File: src/pgb_pkg.sv
// Constants shared by the second parallel GPIO bank and its bus front end
`default_nettype none
package pgb_pkg;
	// Register geometry
	localparam int unsigned REG_W   = 16;
	localparam int unsigned PIN_N   = 14;
	localparam int unsigned RSV_LSB = 14;
	// Bus geometry
	localparam int unsigned AXI_AW  = 32;
	localparam int unsigned AXI_DW  = 32;
	localparam int unsigned AXI_SW  = 4;
	localparam int unsigned STRB_W  = 2;
	// Register indices; byte address is four times the index
	localparam logic [15:0] IDX_FUNC_EN = 16'h4406;
	localparam logic [15:0] IDX_DIR     = 16'h4407;
	localparam logic [15:0] IDX_LEVEL   = 16'h4408;
	localparam logic [31:0] ADDR_FUNC_EN = {14'h0000, IDX_FUNC_EN, 2'h0};
	localparam logic [31:0] ADDR_DIR     = {14'h0000, IDX_DIR, 2'h0};
	localparam logic [31:0] ADDR_LEVEL   = {14'h0000, IDX_LEVEL, 2'h0};
	// Reset values
	localparam logic [15:0] DIR_RST     = 16'h0000;
	localparam logic [15:0] FUNC_EN_RST = 16'h0000;
	localparam logic [1:0]  RSV_RST     = 2'h0;
	// Bus responses
	localparam logic [1:0]  RESP_OKAY   = 2'h0;
	localparam logic [1:0]  RESP_SLVERR = 2'h2;
endpackage : pgb_pkg
`default_nettype wire

File: src/pgb_reg_if.sv
// Register access carrier between the bus front end and the bank logic
`timescale 1ns/1ps
`default_nettype none
interface pgb_reg_if;
	import pgb_pkg::*;
	logic              wr_en;   // One-cycle write strobe
	logic [AXI_AW-1:0] wr_addr; // Write byte address
	logic [REG_W-1:0]  wr_data; // Write data, low half word
	logic [STRB_W-1:0] wr_strb; // Byte lanes of the half word
	logic              wr_hit;  // Write address is mapped
	logic [AXI_AW-1:0] rd_addr; // Read byte address
	logic [REG_W-1:0]  rd_data; // Read value
	logic              rd_hit;  // Read address is mapped
	modport bus (output wr_en, wr_addr, wr_data, wr_strb, rd_addr,
		input wr_hit, rd_data, rd_hit);
	modport regs (input wr_en, wr_addr, wr_data, wr_strb, rd_addr,
		output wr_hit, rd_data, rd_hit);
endinterface : pgb_reg_if
`default_nettype wire

File: src/pgb_gpio_bank2.sv
// Second parallel GPIO bank: fourteen pins, direction and level registers
// Function
// - Pins 32..45 map in order to bits 0..13 of direction and level.
// - Direction bit one makes the pin an output, zero an input.
// - Reset clears all direction bits, so every pin starts as input.
// - Input pin: reading its level bit returns the present pin level.
// - Output pin: the pin is driven to the written level bit.
// - Level bits reset to the pin levels sampled as reset completes.
// - Function enable bit zero puts the pin in high impedance.
`timescale 1ns/1ps
`default_nettype none
module pgb_gpio_bank2 #(
	parameter int unsigned PINS = pgb_pkg::PIN_N // Pins in this bank
) (
	input  wire logic                       mclk,    // 40 MHz clock
	input  wire logic                       rst_n,   // Sync reset
	input  wire logic [pgb_pkg::AXI_AW-1:0] awaddr,  // Write address
	input  wire logic                       awvalid, // Write addr valid
	output var  logic                       awready, // Write addr ready
	input  wire logic [pgb_pkg::AXI_DW-1:0] wdata,   // Write data
	input  wire logic [pgb_pkg::AXI_SW-1:0] wstrb,   // Write strobes
	input  wire logic                       wvalid,  // Write data valid
	output var  logic                       wready,  // Write data ready
	output var  logic [1:0]                 bresp,   // Write response
	output var  logic                       bvalid,  // Write resp valid
	input  wire logic                       bready,  // Write resp ready
	input  wire logic [pgb_pkg::AXI_AW-1:0] araddr,  // Read address
	input  wire logic                       arvalid, // Read addr valid
	output var  logic                       arready, // Read addr ready
	output var  logic [pgb_pkg::AXI_DW-1:0] rdata,   // Read data
	output var  logic [1:0]                 rresp,   // Read response
	output var  logic                       rvalid,  // Read data valid
	input  wire logic                       rready,  // Read data ready
	input  wire logic [PINS-1:0]            pin_i,   // Pin levels in
	output var  logic [PINS-1:0]            pin_o,   // Pin levels out
	output var  logic [PINS-1:0]            pin_oe   // Pin drive enables
);
	import pgb_pkg::*;

	// Pins must fit below the reserved field
	if (PINS < 1 || PINS > RSV_LSB) begin : g_bad_pins
		$error("PINS must be 1 to 14");
	end

	pgb_reg_if rif ();

	logic [PINS-1:0]  pin_meta_r;
	logic [PINS-1:0]  pin_sync_r;
	logic [REG_W-1:0] dir_r;
	logic [REG_W-1:0] func_en_r;
	logic [REG_W-1:0] level_r;
	logic [REG_W-1:0] wr_mask;
	logic [REG_W-1:0] dir_nxt;
	logic [REG_W-1:0] func_en_nxt;
	logic [REG_W-1:0] level_nxt;
	logic [REG_W-1:0] pin_ext;
	logic [REG_W-1:0] keep_stored;
	logic [REG_W-1:0] level_view;
	logic             wr_dir;
	logic             wr_func_en;
	logic             wr_level;
	logic             rd_dir;
	logic             rd_func_en;
	logic             rd_level;

	pgb_axil_slave u_bus (
		.mclk    (mclk),
		.rst_n   (rst_n),
		.awaddr  (awaddr),
		.awvalid (awvalid),
		.awready (awready),
		.wdata   (wdata),
		.wstrb   (wstrb),
		.wvalid  (wvalid),
		.wready  (wready),
		.bresp   (bresp),
		.bvalid  (bvalid),
		.bready  (bready),
		.araddr  (araddr),
		.arvalid (arvalid),
		.arready (arready),
		.rdata   (rdata),
		.rresp   (rresp),
		.rvalid  (rvalid),
		.rready  (rready),
		.rif     (rif.bus)
	);

	// Two-stage synchroniser; left unreset so the pin level reaches level_r
	always_ff @(posedge mclk) begin
		pin_meta_r <= pin_i;
		pin_sync_r <= pin_meta_r;
	end

	// Address decode
	assign wr_dir     = rif.wr_en && (rif.wr_addr == ADDR_DIR);
	assign wr_func_en = rif.wr_en && (rif.wr_addr == ADDR_FUNC_EN);
	assign wr_level   = rif.wr_en && (rif.wr_addr == ADDR_LEVEL);
	assign rd_dir     = rif.rd_addr == ADDR_DIR;
	assign rd_func_en = rif.rd_addr == ADDR_FUNC_EN;
	assign rd_level   = rif.rd_addr == ADDR_LEVEL;
	assign rif.wr_hit = (rif.wr_addr == ADDR_DIR) ||
		(rif.wr_addr == ADDR_FUNC_EN) || (rif.wr_addr == ADDR_LEVEL);
	assign rif.rd_hit = rd_dir || rd_func_en || rd_level;

	// Byte-lane merge; all sixteen bits incl. reserved ones are stored
	assign wr_mask     = {{8{rif.wr_strb[1]}}, {8{rif.wr_strb[0]}}};
	assign dir_nxt     = (dir_r & ~wr_mask) | (rif.wr_data & wr_mask);
	assign func_en_nxt = (func_en_r & ~wr_mask) | (rif.wr_data & wr_mask);
	assign level_nxt   = (level_r & ~wr_mask) | (rif.wr_data & wr_mask);

	// Input pins read their live level, outputs and spare bits the stored one
	assign pin_ext     = {{(REG_W-PINS){1'b0}}, pin_sync_r};
	assign keep_stored = {{(REG_W-PINS){1'b1}}, dir_r[PINS-1:0]};
	assign level_view  = (level_r & keep_stored) |
		(pin_ext & ~keep_stored);
	assign rif.rd_data = rd_dir ? dir_r :
		rd_func_en ? func_en_r :
		rd_level ? level_view : '0;

	// Direction and enable registers; every pin starts as a hi-Z input
	always_ff @(posedge mclk) begin
		if (!rst_n) begin
			dir_r     <= DIR_RST;
			func_en_r <= FUNC_EN_RST;
		end else begin
			if (wr_dir)
				dir_r <= dir_nxt;
			if (wr_func_en)
				func_en_r <= func_en_nxt;
		end
	end

	// Level register tracks the pins while reset is held, so it holds them at release
	always_ff @(posedge mclk) begin
		if (!rst_n)
			level_r <= {RSV_RST, pin_ext[RSV_LSB-1:0]};
		else if (wr_level)
			level_r <= level_nxt;
	end

	// Pin drivers, registered; reserved bits never reach a pin
	always_ff @(posedge mclk) begin
		if (!rst_n) begin
			pin_o  <= '0;
			pin_oe <= '0;
		end else begin
			pin_o  <= level_r[PINS-1:0];
			pin_oe <= dir_r[PINS-1:0] & func_en_r[PINS-1:0];
		end
	end
endmodule : pgb_gpio_bank2
`default_nettype wire

File: src/pgb_axil_slave.sv
// AXI4-Lite slave front end for the GPIO bank registers
`timescale 1ns/1ps
`default_nettype none
module pgb_axil_slave (
	input  wire logic                      mclk,    // 40 MHz clock
	input  wire logic                      rst_n,   // Sync reset
	input  wire logic [pgb_pkg::AXI_AW-1:0] awaddr, // Write address
	input  wire logic                      awvalid, // Write addr valid
	output var  logic                      awready, // Write addr ready
	input  wire logic [pgb_pkg::AXI_DW-1:0] wdata,  // Write data
	input  wire logic [pgb_pkg::AXI_SW-1:0] wstrb,  // Write strobes
	input  wire logic                      wvalid,  // Write data valid
	output var  logic                      wready,  // Write data ready
	output var  logic [1:0]                bresp,   // Write response
	output var  logic                      bvalid,  // Write resp valid
	input  wire logic                      bready,  // Write resp ready
	input  wire logic [pgb_pkg::AXI_AW-1:0] araddr, // Read address
	input  wire logic                      arvalid, // Read addr valid
	output var  logic                      arready, // Read addr ready
	output var  logic [pgb_pkg::AXI_DW-1:0] rdata,  // Read data
	output var  logic [1:0]                rresp,   // Read response
	output var  logic                      rvalid,  // Read data valid
	input  wire logic                      rready,  // Read data ready
	pgb_reg_if.bus                         rif      // Register side
);
	import pgb_pkg::*;

	logic              aw_full_r;
	logic              w_full_r;
	logic [AXI_AW-1:0] awaddr_r;
	logic [REG_W-1:0]  wdata_r;
	logic [STRB_W-1:0] wstrb_r;
	logic              aw_take;
	logic              w_take;
	logic              b_done;
	logic              do_wr;
	logic              ar_take;
	logic              r_done;

	// Handshake decode; a write fires once both halves are held
	assign aw_take = awvalid && awready;
	assign w_take  = wvalid && wready;
	assign b_done  = bvalid && bready;
	assign do_wr   = aw_full_r && w_full_r && !bvalid;
	assign ar_take = arvalid && arready;
	assign r_done  = rvalid && rready;

	// Register side view
	assign rif.wr_en   = do_wr;
	assign rif.wr_addr = awaddr_r;
	assign rif.wr_data = wdata_r;
	assign rif.wr_strb = wstrb_r;
	assign rif.rd_addr = araddr;

	// Write address and data latches, taken in either order
	always_ff @(posedge mclk) begin
		if (!rst_n) begin
			aw_full_r <= 1'b0;
			w_full_r  <= 1'b0;
			awaddr_r  <= '0;
			wdata_r   <= '0;
			wstrb_r   <= '0;
		end else begin
			if (aw_take) begin
				aw_full_r <= 1'b1;
				awaddr_r  <= awaddr;
			end
			if (w_take) begin
				w_full_r <= 1'b1;
				wdata_r  <= wdata[REG_W-1:0];
				wstrb_r  <= wstrb[STRB_W-1:0];
			end
			if (do_wr) begin
				aw_full_r <= 1'b0;
				w_full_r  <= 1'b0;
			end
		end
	end

	// Write response; readies return only after the response, one write at a time
	always_ff @(posedge mclk) begin
		if (!rst_n) begin
			awready <= 1'b1;
			wready  <= 1'b1;
			bvalid  <= 1'b0;
			bresp   <= RESP_OKAY;
		end else begin
			if (aw_take)
				awready <= 1'b0;
			if (w_take)
				wready <= 1'b0;
			if (do_wr) begin
				bvalid <= 1'b1;
				bresp  <= rif.wr_hit ? RESP_OKAY : RESP_SLVERR;
			end
			if (b_done) begin
				bvalid  <= 1'b0;
				awready <= 1'b1;
				wready  <= 1'b1;
			end
		end
	end

	// Read channel, answered the cycle after the address is taken
	always_ff @(posedge mclk) begin
		if (!rst_n) begin
			arready <= 1'b1;
			rvalid  <= 1'b0;
			rdata   <= '0;
			rresp   <= RESP_OKAY;
		end else if (ar_take) begin
			arready <= 1'b0;
			rvalid  <= 1'b1;
			rdata   <= {{(AXI_DW-REG_W){1'b0}}, rif.rd_data};
			rresp   <= rif.rd_hit ? RESP_OKAY : RESP_SLVERR;
		end else if (r_done) begin
			rvalid  <= 1'b0;
			arready <= 1'b1;
		end
	end
endmodule : pgb_axil_slave
`default_nettype wire

File: config.mk
export PLATFORM = sky130hd
export DESIGN_NAME = pgb_gpio_bank2
export DESIGN_NICKNAME = d
export VERILOG_FILES = /design/src/pgb_pkg.sv /design/src/pgb_reg_if.sv /design/src/pgb_gpio_bank2.sv /design/src/pgb_axil_slave.sv
export SDC_FILE = /design/constraint.sdc
export NUM_CORES = 1
export LEC_CHECK = 0
export BUFFER_PORTS_ARGS = -buffer_cell sky130_fd_sc_hd__buf_2
export CAP_MARGIN = 5
export CELL_PAD_IN_SITES_DETAIL_PLACEMENT = 0
export CELL_PAD_IN_SITES_GLOBAL_PLACEMENT = 1
export CORE_MARGIN = 2
export CORE_UTILIZATION = 41
export CTS_CLUSTER_SIZE = 24
export DETAILED_ROUTE_END_ITERATION = 10
export HOLD_SLACK_MARGIN = 0.02
export PLACE_DENSITY = 0.91
export SYNTH_ARGS = -nofsm -noshare
export SYNTH_HDL_FRONTEND = slang
export SYNTH_SLANG_ARGS = --single-unit
export TNS_END_PERCENT = 1
File: constraint.sdc
create_clock -name mclk -period 6.57 [get_ports mclk]
set_input_delay 0.3285 -clock mclk [delete_from_list [all_inputs] [get_ports mclk]]
set_output_delay 0.3285 -clock mclk [all_outputs]
set_load 0.005 [all_outputs]
==> out/qor.yml, run 1 <==
detailed_routing:
  drt-wirelength-per-cell_um: 14.10
  wl_um: 15410
  dr.pass1.iters: 5
  viasPerCell: 4.825
  vias: 5274
  drt-initial-drc-count: 291
  postRouteAntennaNets: 0
  drc: 0
logic_synthesis:
  async_reset_ff_share_pct: 0
  synth_area_leaders: "dfxtp_1 48%, nand2_1 8.7%, mux2i_1 7.3%"
  synth_ff_type: "dfxtp_1"
  yosysSeqAreaShare_pct: 54.54
  synth_cell_types: 39
  syn_area_mm2: 0.006828
  synthCells: 712
  synth_commonest_cells: "165 x dfxtp_1, 159 x nand2_1, 53 x a21boi_0, 50 x mux2i_1, 39 x clkbuf_1"
  synth_top_cell_area_share_pct: 48.38
  ys_warn_count: 0
  synth.most_common_cell: "dfxtp_1"
  synth_area_leader_cell: "dfxtp_1"
  synth_edf_count: 14
  synth.avg_cell_area_um2: 9.590
  ys_ff_latch: 179
clocking:
  clockBufferDepth: 2
  clockRootBuffer: "clkbuf_16"
  cts_setup_buffers: 0
  insertion_delay_ps: 430
  cts_tree: "yes"
  cts_buffers: 17
  postCtsHoldBufs: 14
  cts.sinks: 179
  cts-htree-levels: 4
  cts_resized: 0
  clk_pin_slew_ps: 60
worst_setup_path:
  required_ps: 6670
  end_kind: "flip-flop"
  timing.rr.start: "u_bus.rif.wr_addr[23]"
  cp.arrival_ps: 2760
  path_cells: "or4_4 -> nor4_4 -> nand4_1 -> nand2_1"
  cp_top_family: "simple AND/OR/NAND/NOR gates"
  max_stage_delay_ps: 680
  cp_max_fo: 6
  crit_type: "reg -> reg"
  critPathSlowestCell: "nor4_4"
  path_buf_inv: 0
  worstSetupStartpointType: "flip-flop"
  cp-startpoint: "u_bus.rif.wr_addr[23]"
power:
  p_leak_nw: 3.739
  p_per_area_mw_per_mm2: 278.1
  ir_drop_mv: 0.2290
floorplanning:
  rows: 47
  core_mm2: 0.01641
  fp.dieW_um: 133.0
  chipHeight_um: 133.0
  die-area_mm2: 0.01770
  top_level_ports: 190
  initial_core_util_pct: 41.62
layout:
  nets: 976
  final_core_util_pct: 51.14
  final_area_mm2: 0.008391
  syn_to_final_growth_pct: 22.89
  drive_above_1_share_pct: 22.00
  final_cells: 1093
timing:
  final.min_clock_period_ps: 2665
  tns_ps: 0
  clock_skew_ps: 8.239
  report.final.slew_viol_count: 0
  hold_slack_ps: 110.2
  rsz0062_at_grt: "no"
  maxSlewHeadroom_pct: 23.92
  hold_viol: 0
  finalSetupViolCount: 0
  fmax_mhz: 375.2
  worst_pin_slew_ps: 1141
  post-route-period-util_pct: 40.57
global_routing:
  grt_pass1_wl_um: 24720
  grt_max_degree: 95
  grt_pass1_vias: 5026
  grt_remaining_overflow: 0
  antenna_found_initial: 6
  track_usage_pct: 17.86
run:
  cap_violations: 0
placed_design:
  dp_hpwl_um: 10700
  place_area_mm2: 0.007646
  placed_cells: 1042
  portBuffers: 153
  gp_congestion: 0.7462
hold_path:
  holdCritPathClass: "in -> reg"
  worstHoldStart: "awvalid"
outcome:
  status: "complete, no violations"
-- cells by family (layout without fill, tap and decap cells) --
group	count (synthesis)	count (layout)	synth area share (%)
other	1	23	0.05492
AOI/OAI and AO/OA	121	121	11.86
muxes	50	50	7.330
DFF	179	179	54.54
buffers and inverters	77	216	5.223
and+or+nand+nor	284	284	21.00
-- final timing paths --
path | depth (start not counted) | end | slack, ps
worst max-delay path | 4 | flip-flop | 3900
worst min-delay path | 2 | u_bus.awready | 110
worst max register to register | 4 | flip-flop | 3900
worst min register to register | 0 | pin_sync_r[12] | 320
-- per-layer routing --
metal,routed length [µm],global-route usage [%],part of all wire (%),vias to the layer above
met1,7091,22.60,46,2372
met2,6761,27.49,44,170
met4,254,6.093,1.6,4
met3,1280,7.548,8.3,23
met5,19,0,0.12,-
li1,-,-,-,2705
-- cell type report --
| cell class | instances | area (µm²) |
|---|---|---|
| Clock buffer | 25 | 496.7 |
| Fill cell | 1546 | 8016 |
| Multi-Input combinational cell | 473 | 2811 |
| Tap cell | 220 | 275.3 |
| Timing Repair Buffer | 168 | 915.9 |
| Antenna cell | 5 | 12.51 |
| Sequential cell | 179 | 3724 |
| Clock inverter | 7 | 95.09 |
| Inverter | 16 | 60.06 |
-- power breakdown --
group	switching, mW	internal [mW]
clock network	0.405	0.605
logic	0.0902	0.0684
registers	0.0249	1.14
-- placed cells by master (no fill, tap or decap), drive strengths merged --
cell	count
nor2b	1
mux2i	50
and4b	1
and3	15
clkbuf	25
inv	18
nand4b	1
conb	18
buf	154
clkinv	2
dfxtp	165
nand2b	3
bufinv	2
nor2	19
o22ai	14
nand2	159
diode	5
or2	1
a21boi	53
nor3	2
and2	20
edfxtp	14
o2111ai	1
dlygate4sd3	14
a2bb2oi	2
o31ai	14
or4	6
a21oi	3
nor4b	4
nand3	29
or4b	4
nand4	7
nor4	9
nand3b	2
o21ai	32
o41ai	2
and3b	1
clkinvlp	1
-- per-stage QoR --
stage               worst slack, ps  total power [mW]
global route                   3793             2.427
detailed placement             3920             1.343
floorplan                      4298             1.284
global placement               3926             1.340
finish                         3905             2.334
CTS                            3897             2.359
No activity file was read; power rests on OpenSTA's default activity.
==> inputs of run 2 (changes only) <==
--- a/config.mk
+++ b/config.mk
@@ -5,16 +5,17 @@
 export SDC_FILE = /design/constraint.sdc
 export NUM_CORES = 1
 export LEC_CHECK = 0
+export ABC_AREA = 1
 export BUFFER_PORTS_ARGS = -buffer_cell sky130_fd_sc_hd__buf_2
 export CAP_MARGIN = 5
 export CELL_PAD_IN_SITES_DETAIL_PLACEMENT = 0
 export CELL_PAD_IN_SITES_GLOBAL_PLACEMENT = 1
 export CORE_MARGIN = 2
-export CORE_UTILIZATION = 41
+export CORE_UTILIZATION = 34
 export CTS_CLUSTER_SIZE = 24
 export DETAILED_ROUTE_END_ITERATION = 10
 export HOLD_SLACK_MARGIN = 0.02
-export PLACE_DENSITY = 0.91
+export PLACE_DENSITY = 0.84
 export SYNTH_ARGS = -nofsm -noshare
 export SYNTH_HDL_FRONTEND = slang
 export SYNTH_SLANG_ARGS = --single-unit
==> constraint.sdc (replaced) <==
create_clock -name mclk -period 2.39 [get_ports mclk]
set_input_delay 0.1195 -clock mclk [delete_from_list [all_inputs] [get_ports mclk]]
set_output_delay 0.1195 -clock mclk [all_outputs]
set_load 0.005 [all_outputs]
==> run 2 against run 1 <==
Against the previous run: maximum frequency grew 47%; sequential cell count is the same; first-iteration DRC count grew 21%; synthesized cell count grew 27%; sequential share of layout area shrank 4.1 points; via count grew 20%; core utilization shrank 5.6 points; setup slack lost 3300 ps; clock power grew to 2.7 times the previous value; total power grew to 2.8 times the previous value; critical path type unchanged.
==> out/qor.yml, run 2 <==
layout:
  drive_above_1_share_pct: 18.83  # -3.2 points
  layout_commonest_cell: "dfxtp_1"
  multi_input_area_mm2: 0.002691  # -4.3%
  layout_common_cells: "165 x dfxtp_1, 164 x nand2_1, 153 x buf_2"
  syn_to_final_growth_pct: 31.17
  seq_area_mm2: 0.003724  # unchanged
  n_fill_cell: 2041  # +32%
  final_area_mm2: 0.009245  # +10%
  nets: 1225  # +26%
worst_setup_path:
  end_kind: "flip-flop"
  crit_type: "reg -> reg"
  cp.arrival_ps: 1910  # -850 ps
  cp_max_fo: 6  # unchanged
  worstSetupStartpointType: "flip-flop"
  required_ps: 2490  # -4180 ps
detailed_routing:
  drc: 0  # unchanged
  drt-initial-drc-count: 353  # +21%
  drt-wirelength-per-cell_um: 12.89  # -8.6%
  vias: 6308  # +20%
  wl_um: 17860  # +16%
  viasPerCell: 4.551  # -5.7%
  dr.pass1.iters: 5  # unchanged
  postRouteAntennaNets: 0  # unchanged
logic_synthesis:
  ys_ff_latch: 179  # unchanged
  synth_commonest_cells: "165 x dfxtp_1, 164 x nand2_1, 106 x nor2_1, 88 x nand3_1, 87 x inv_1"
  synth_area_leaders: "dfxtp_1 47%, nand2_1 8.7%, nand3_1 6.2%"
  ys_warn_count: 0  # unchanged
  synth.avg_cell_area_um2: 7.814  # -19%
  synth_top_cell_area_share_pct: 46.87  # -1.5 points
  async_reset_ff_share_pct: 0  # unchanged
  synth_edf_count: 14  # unchanged
  syn_area_mm2: 0.007048  # +3.2%
  synth_ff_type: "dfxtp_1"
  synth_cell_types: 28  # -28%
  synth.most_common_cell: "dfxtp_1"
  synthCells: 902  # +27%
  yosysSeqAreaShare_pct: 52.83  # -1.7 points
  synth_area_leader_cell: "dfxtp_1"
timing:
  rsz0062_at_grt: "no"
  finalSetupViolCount: 0  # unchanged
  tns_ps: 0  # unchanged
  final.min_clock_period_ps: 1816  # -849.2 ps
  post-route-period-util_pct: 75.98  # +35 points
  maxSlewHeadroom_pct: 58.06  # +34 points
  hold_viol: 0  # unchanged
  report.final.slew_viol_count: 0  # unchanged
  fmax_mhz: 550.7  # +47%
  worst_pin_slew_ps: 629.1  # -512.1 ps
  clock_skew_ps: 7.448  # -0.7913 ps
floorplanning:
  chipHeight_um: 148.0  # +11%
  initial_core_util_pct: 34.72  # -6.9 points
  rows: 52  # +11%
  top_level_ports: 190  # unchanged
  die-area_mm2: 0.02190  # +24%
  core_mm2: 0.02030  # +24%
  fp.dieW_um: 148.0  # +11%
clocking:
  cts_tree: "yes"
  cts_buffers: 17  # unchanged
  cts_setup_buffers: 0  # unchanged
  cts_resized: 0  # unchanged
  cts-htree-levels: 4  # unchanged
  insertion_delay_ps: 430  # about the same
  clk_pin_slew_ps: 70  # about the same
  cts.sinks: 179  # unchanged
  clockRootBuffer: "clkbuf_16"
  clockBufferDepth: 2  # unchanged
placed_design:
  dp_hpwl_um: 12360  # +16%
  place_area_mm2: 0.007990  # +4.5%
  gp_congestion: 0.7675  # +2.9%
  portBuffers: 153  # unchanged
run:
  cap_violations: 0  # unchanged
global_routing:
  grt_remaining_overflow: 0  # unchanged
  grt_pass1_vias: 5773  # +15%
  track_usage_pct: 16.12  # -1.7 points
  grt_pass1_wl_um: 28360  # +15%
  grt_max_degree: 57  # -40%
  antenna_found_initial: 1  # -5
power:
  p_leak_nw: 4.163  # +11%
  p_per_area_mw_per_mm2: 712.6  # +160%
  ir_drop_mv: 0.4703  # +110%
hold_path:
  holdCritPathClass: "in -> reg"
outcome:
  status: "complete, no violations"
[run 2: critical path, cell delays in order, from the launching register on]
cell	delay, ps
dfxtp_1	310
nor2_1	140
nand3_1	80
nor2_1	100
nand2_1	120
nor2_1	210
nand3_1	200
nand2_1	310
[run 2: power by group]
part           switching [mW]  internal, mW
clock network            1.12          1.64
logic                   0.325         0.259
registers              0.0783          3.16
[run 2: kinds of logic after synthesis]
kind of cell           synth area share [%]
flip-flops                            52.83
AND/OR/NAND/NOR                       26.29
other                               0.05321
AO/OA/AOI/OAI                         10.83
buffers and inverters                 9.995
[run 2: per-layer routing]
metal | wire length [µm] | part of all wire [%] | GRT usage [%] | up-vias
met2 | 7811 | 44 | 24.81 | 181
met4 | 147 | 0.82 | 4.000 | 0
met3 | 1261 | 7.1 | 4.938 | 9
met1 | 8642 | 48 | 22.13 | 2803
met5 | 0 | 0 | 0 | -
li1 | - | - | - | 3315
[run 2: repair_timing]
action                     4_1_cts  5_1_grt
hold buffers                    66        0
hold endpoints to repair        68        0
setup endpoints to repair        0        0
[run 2: layout make-up]
class / count / area share (%)
sequential: 179 / 40.28
multi-input combinational: 580 / 29.11
timing repair buffer: 231 / 16.67
clock buffer: 24 / 5.684
inverter: 95 / 3.857
tap: 270 / 3.654
clock inverter: 6 / 0.7173
antenna: 1 / 0.02707
[run 2: path summary, 6_finish.rpt]
kind                                             from             end  slack (ps)  cells after the start
worst max-delay path            u_bus.rif.wr_addr[28]       flip-flop         570                      7
worst min-delay path                            rst_n        pin_o[1]         160                      3
worst max register to register  u_bus.rif.wr_addr[28]       flip-flop         570                      7
worst min register to register         pin_meta_r[11]  pin_sync_r[11]         320                      0
[run 2: metrics by stage]
step	total power [mW]	worst slack [ps]	utilization, %	std cells	hold slack, ps
2_1_floorplan	3.621	902.4	-	919	147.2
3_3_place_gp	3.800	559.5	39.36	1289	222.5
3_5_place_dp	3.812	563.0	39.36	1289	223.6
4_1_cts	6.661	547.1	45.53	1385	146.2
5_1_grt	6.868	324.3	45.54	1386	183.8
6_report	6.588	574.0	45.54	1386	155.1
==> inputs of run 3 (changes only) <==
--- a/config.mk
+++ b/config.mk
@@ -5,17 +5,17 @@
 export SDC_FILE = /design/constraint.sdc
 export NUM_CORES = 1
 export LEC_CHECK = 0
-export ABC_AREA = 1
+export ABC_AREA = 0
 export BUFFER_PORTS_ARGS = -buffer_cell sky130_fd_sc_hd__buf_2
 export CAP_MARGIN = 5
 export CELL_PAD_IN_SITES_DETAIL_PLACEMENT = 0
 export CELL_PAD_IN_SITES_GLOBAL_PLACEMENT = 1
 export CORE_MARGIN = 2
-export CORE_UTILIZATION = 34
+export CORE_UTILIZATION = 39
 export CTS_CLUSTER_SIZE = 24
 export DETAILED_ROUTE_END_ITERATION = 10
 export HOLD_SLACK_MARGIN = 0.02
-export PLACE_DENSITY = 0.84
+export PLACE_DENSITY = 0.87
 export SYNTH_ARGS = -nofsm -noshare
 export SYNTH_HDL_FRONTEND = slang
 export SYNTH_SLANG_ARGS = --single-unit
==> constraint.sdc (replaced) <==
create_clock -name mclk -period 1.8 [get_ports mclk]
set_input_delay 0.09 -clock mclk [delete_from_list [all_inputs] [get_ports mclk]]
set_output_delay 0.09 -clock mclk [all_outputs]
set_load 0.005 [all_outputs]
==> run 3 against run 2 <==
Against the previous run: the run now ends with setup timing left; total power rose by 32%; non-clock buffer count rose by 24; highest routed layer unchanged; global-route usage rose by 2.8 points; largest cell class unchanged; clock skew rose by 0.71 ps; largest power group unchanged; sequential share of layout area barely moved; clock-buffer cell count fell by 5; maximum frequency fell by 8.9%.
==> out/qor.yml, run 3 (same netlist as run 1, synthesis figures left out) <==
timing:
  worst_pin_slew_ps: 669.9  # +40.77 ps
  rsz0062_at_grt: "yes"
  final.min_clock_period_ps: 1994  # +178.3 ps
  finalSetupViolCount: 48  # +48
  tns_ps: -8628  # -8628 ps
  fmax_mhz: 501.4  # -8.9%
  post-route-period-util_pct: 110.8  # +35 points
  report.final.slew_viol_count: 0  # unchanged
  clock_skew_ps: 8.161  # +0.7128 ps
  hold_viol: 0  # unchanged
  maxSlewHeadroom_pct: 55.23  # -2.8 points
  post-route-worst-setup-slack_ps: -194.3  # -768.3 ps
clocking:
  clockBufferDepth: 2  # unchanged
  clockRootBuffer: "clkbuf_16"
  cts_tree: "yes"
  cts_buffers: 17  # unchanged
  cts.sinks: 179  # unchanged
  cts-htree-levels: 4  # unchanged
  clk_pin_slew_ps: 70  # about the same
  insertion_delay_ps: 430  # about the same
  cts_setup_buffers: 0  # unchanged
detailed_routing:
  wl_um: 16970  # -5.0%
  postRouteAntennaNets: 0  # unchanged
  viasPerCell: 4.777  # +5.0%
  vias: 5637  # -11%
  drt-initial-drc-count: 281  # -20%
  dr.pass1.iters: 5  # unchanged
  drc: 0  # unchanged
  drt-wirelength-per-cell_um: 14.38  # +12%
layout:
  layout_common_cells: "164 x dfxtp_1, 157 x nand2_1, 152 x buf_2"
  num_antenna_cells: 0  # -1
  drive_above_1_share_pct: 23.98  # +5.1 points
  n_fill_cell: 1595  # -22%
  final_cells: 1180  # -15%
  syn_to_final_growth_pct: 35.46
  layout_commonest_cell: "dfxtp_1"
  nets: 1063  # -13%
placed_design:
  gp_congestion: 0.7706  # +0.40%
  portBuffers: 153  # unchanged
  placed_cells: 1078  # -16%
  dp_slack_ps: -284.4  # -847.4 ps
  dp_hpwl_um: 11700  # -5.3%
floorplanning:
  initial_core_util_pct: 39.75  # +5.0 points
  top_level_ports: 190  # unchanged
  fp.dieW_um: 136.3  # -7.9%
  chipHeight_um: 136.3  # -7.9%
  core_mm2: 0.01718  # -15%
  die-area_mm2: 0.01858  # -15%
  rows: 48  # -7.7%
power:
  ir_drop_mv: 0.7765  # +65%
  p_leak_nw: 4.144  # -0.45%
  p_per_area_mw_per_mm2: 938.0  # +32%
run:
  cap_violations: 0  # unchanged
worst_setup_path:
  cp_top_family: "simple AND/OR/NAND/NOR gates"
  crit_type: "reg -> reg"
  critPathSlowestCell: "or4b_4"
  crit_top_cell: "buf_6"
  cp.arrival_ps: 2300  # +390 ps
  path_cells: "or4b_4 -> buf_6 -> nor4_4 -> buf_6 -> nand4_4 -> mux2i_1"
  path_buf_inv: 2  # +2
  worstSetupStartpointType: "flip-flop"
  required_ps: 2100  # -390 ps
  end_kind: "flip-flop"
  max_stage_delay_ps: 560  # +250 ps
  cp_max_fo: 8  # +2
outcome:
  violations: "setup timing"
  status: "finished with violations"
global_routing:
  grt_remaining_overflow: 0  # unchanged
  grt_pass1_vias: 5589  # -3.2%
  track_usage_pct: 18.89  # +2.8 points
  grt_pass1_wl_um: 27430  # -3.3%
  antenna_found_initial: 0  # -1
  grt_max_degree: 49  # -14%
hold_path:
  holdCritPathClass: "in -> reg"
[run 3: cell count changes in the layout (fill, tap and decap cells not counted), sizes merged, moves of 15 or more]
cell    previous run  this run
buf              165       185
nand3             90        29
a21oi             68         3
nor2             112        19
nand4             41         7
inv               92        22
and2               0        20
and3               0        15
a21boi             1        53
o21ai             73        32
mux2i              0        50
[run 3: layout make-up]
cell class	count	area, µm²	area share, %
Clock buffer	19	432.9	4.681
Clock inverter	13	147.6	1.596
Inverter	16	60.06	0.6494
Multi-Input combinational cell	473	2831	30.61
Sequential cell	179	3725	40.27
Tap cell	225	281.5	3.044
Timing Repair Buffer	255	1770	19.14
[run 3: worst min-delay path: cells and delay by family]
family | cells | cell delay [ps]
AOI/OAI and AO/OA | 1 | 100
buffers and inverters | 1 | 90
and+or+nand+nor | 1 | 160
[run 3: layer usage]
layer | GRT usage (%) | routed length [µm]
met1 | 24.53 | 7797
met2 | 30.74 | 7819
met3 | 4.884 | 1088
met4 | 6.019 | 261
met5 | 0 | 0
[run 3: timing repair]
item                       CTS  global route
hold buffers                70             0
pin swaps                    6             2
cloned                       0             0
gates resized for setup      5             3
hold endpoints to repair    69             0
setup endpoints to repair   49            48
[run 3: path summary, 6_finish.rpt]
check,end,startpoint,slack (ps),cells past startpoint
setup / recovery,flip-flop,u_bus.rif.wr_addr[14],-190,6
setup reg to reg,flip-flop,u_bus.rif.wr_addr[14],-190,6
hold / removal,u_bus.arready,arvalid,70,3
hold reg to reg,pin_sync_r[12],pin_meta_r[12],330,0
[run 3: per-stage QoR]
step                      utilization (%)  instance area, µm²  hold slack [ps]  total power [mW]
after floorplan                         -                6894            117.7             4.689
after global placement              46.21                7938            193.5             4.956
after detailed placement            46.21                7938            193.6             4.969
after CTS                           53.80                9240            54.68             8.732
after global routing                53.85                9249            80.64             9.010
final                               53.85                9249            66.59             8.675
[run 3: report_power, final]
group          leakage [nW]  switching [mW]  internal [mW]
Clock                 0.284            1.59           2.07
Combinational          2.37           0.372          0.386
Sequential             1.50          0.0898           4.16
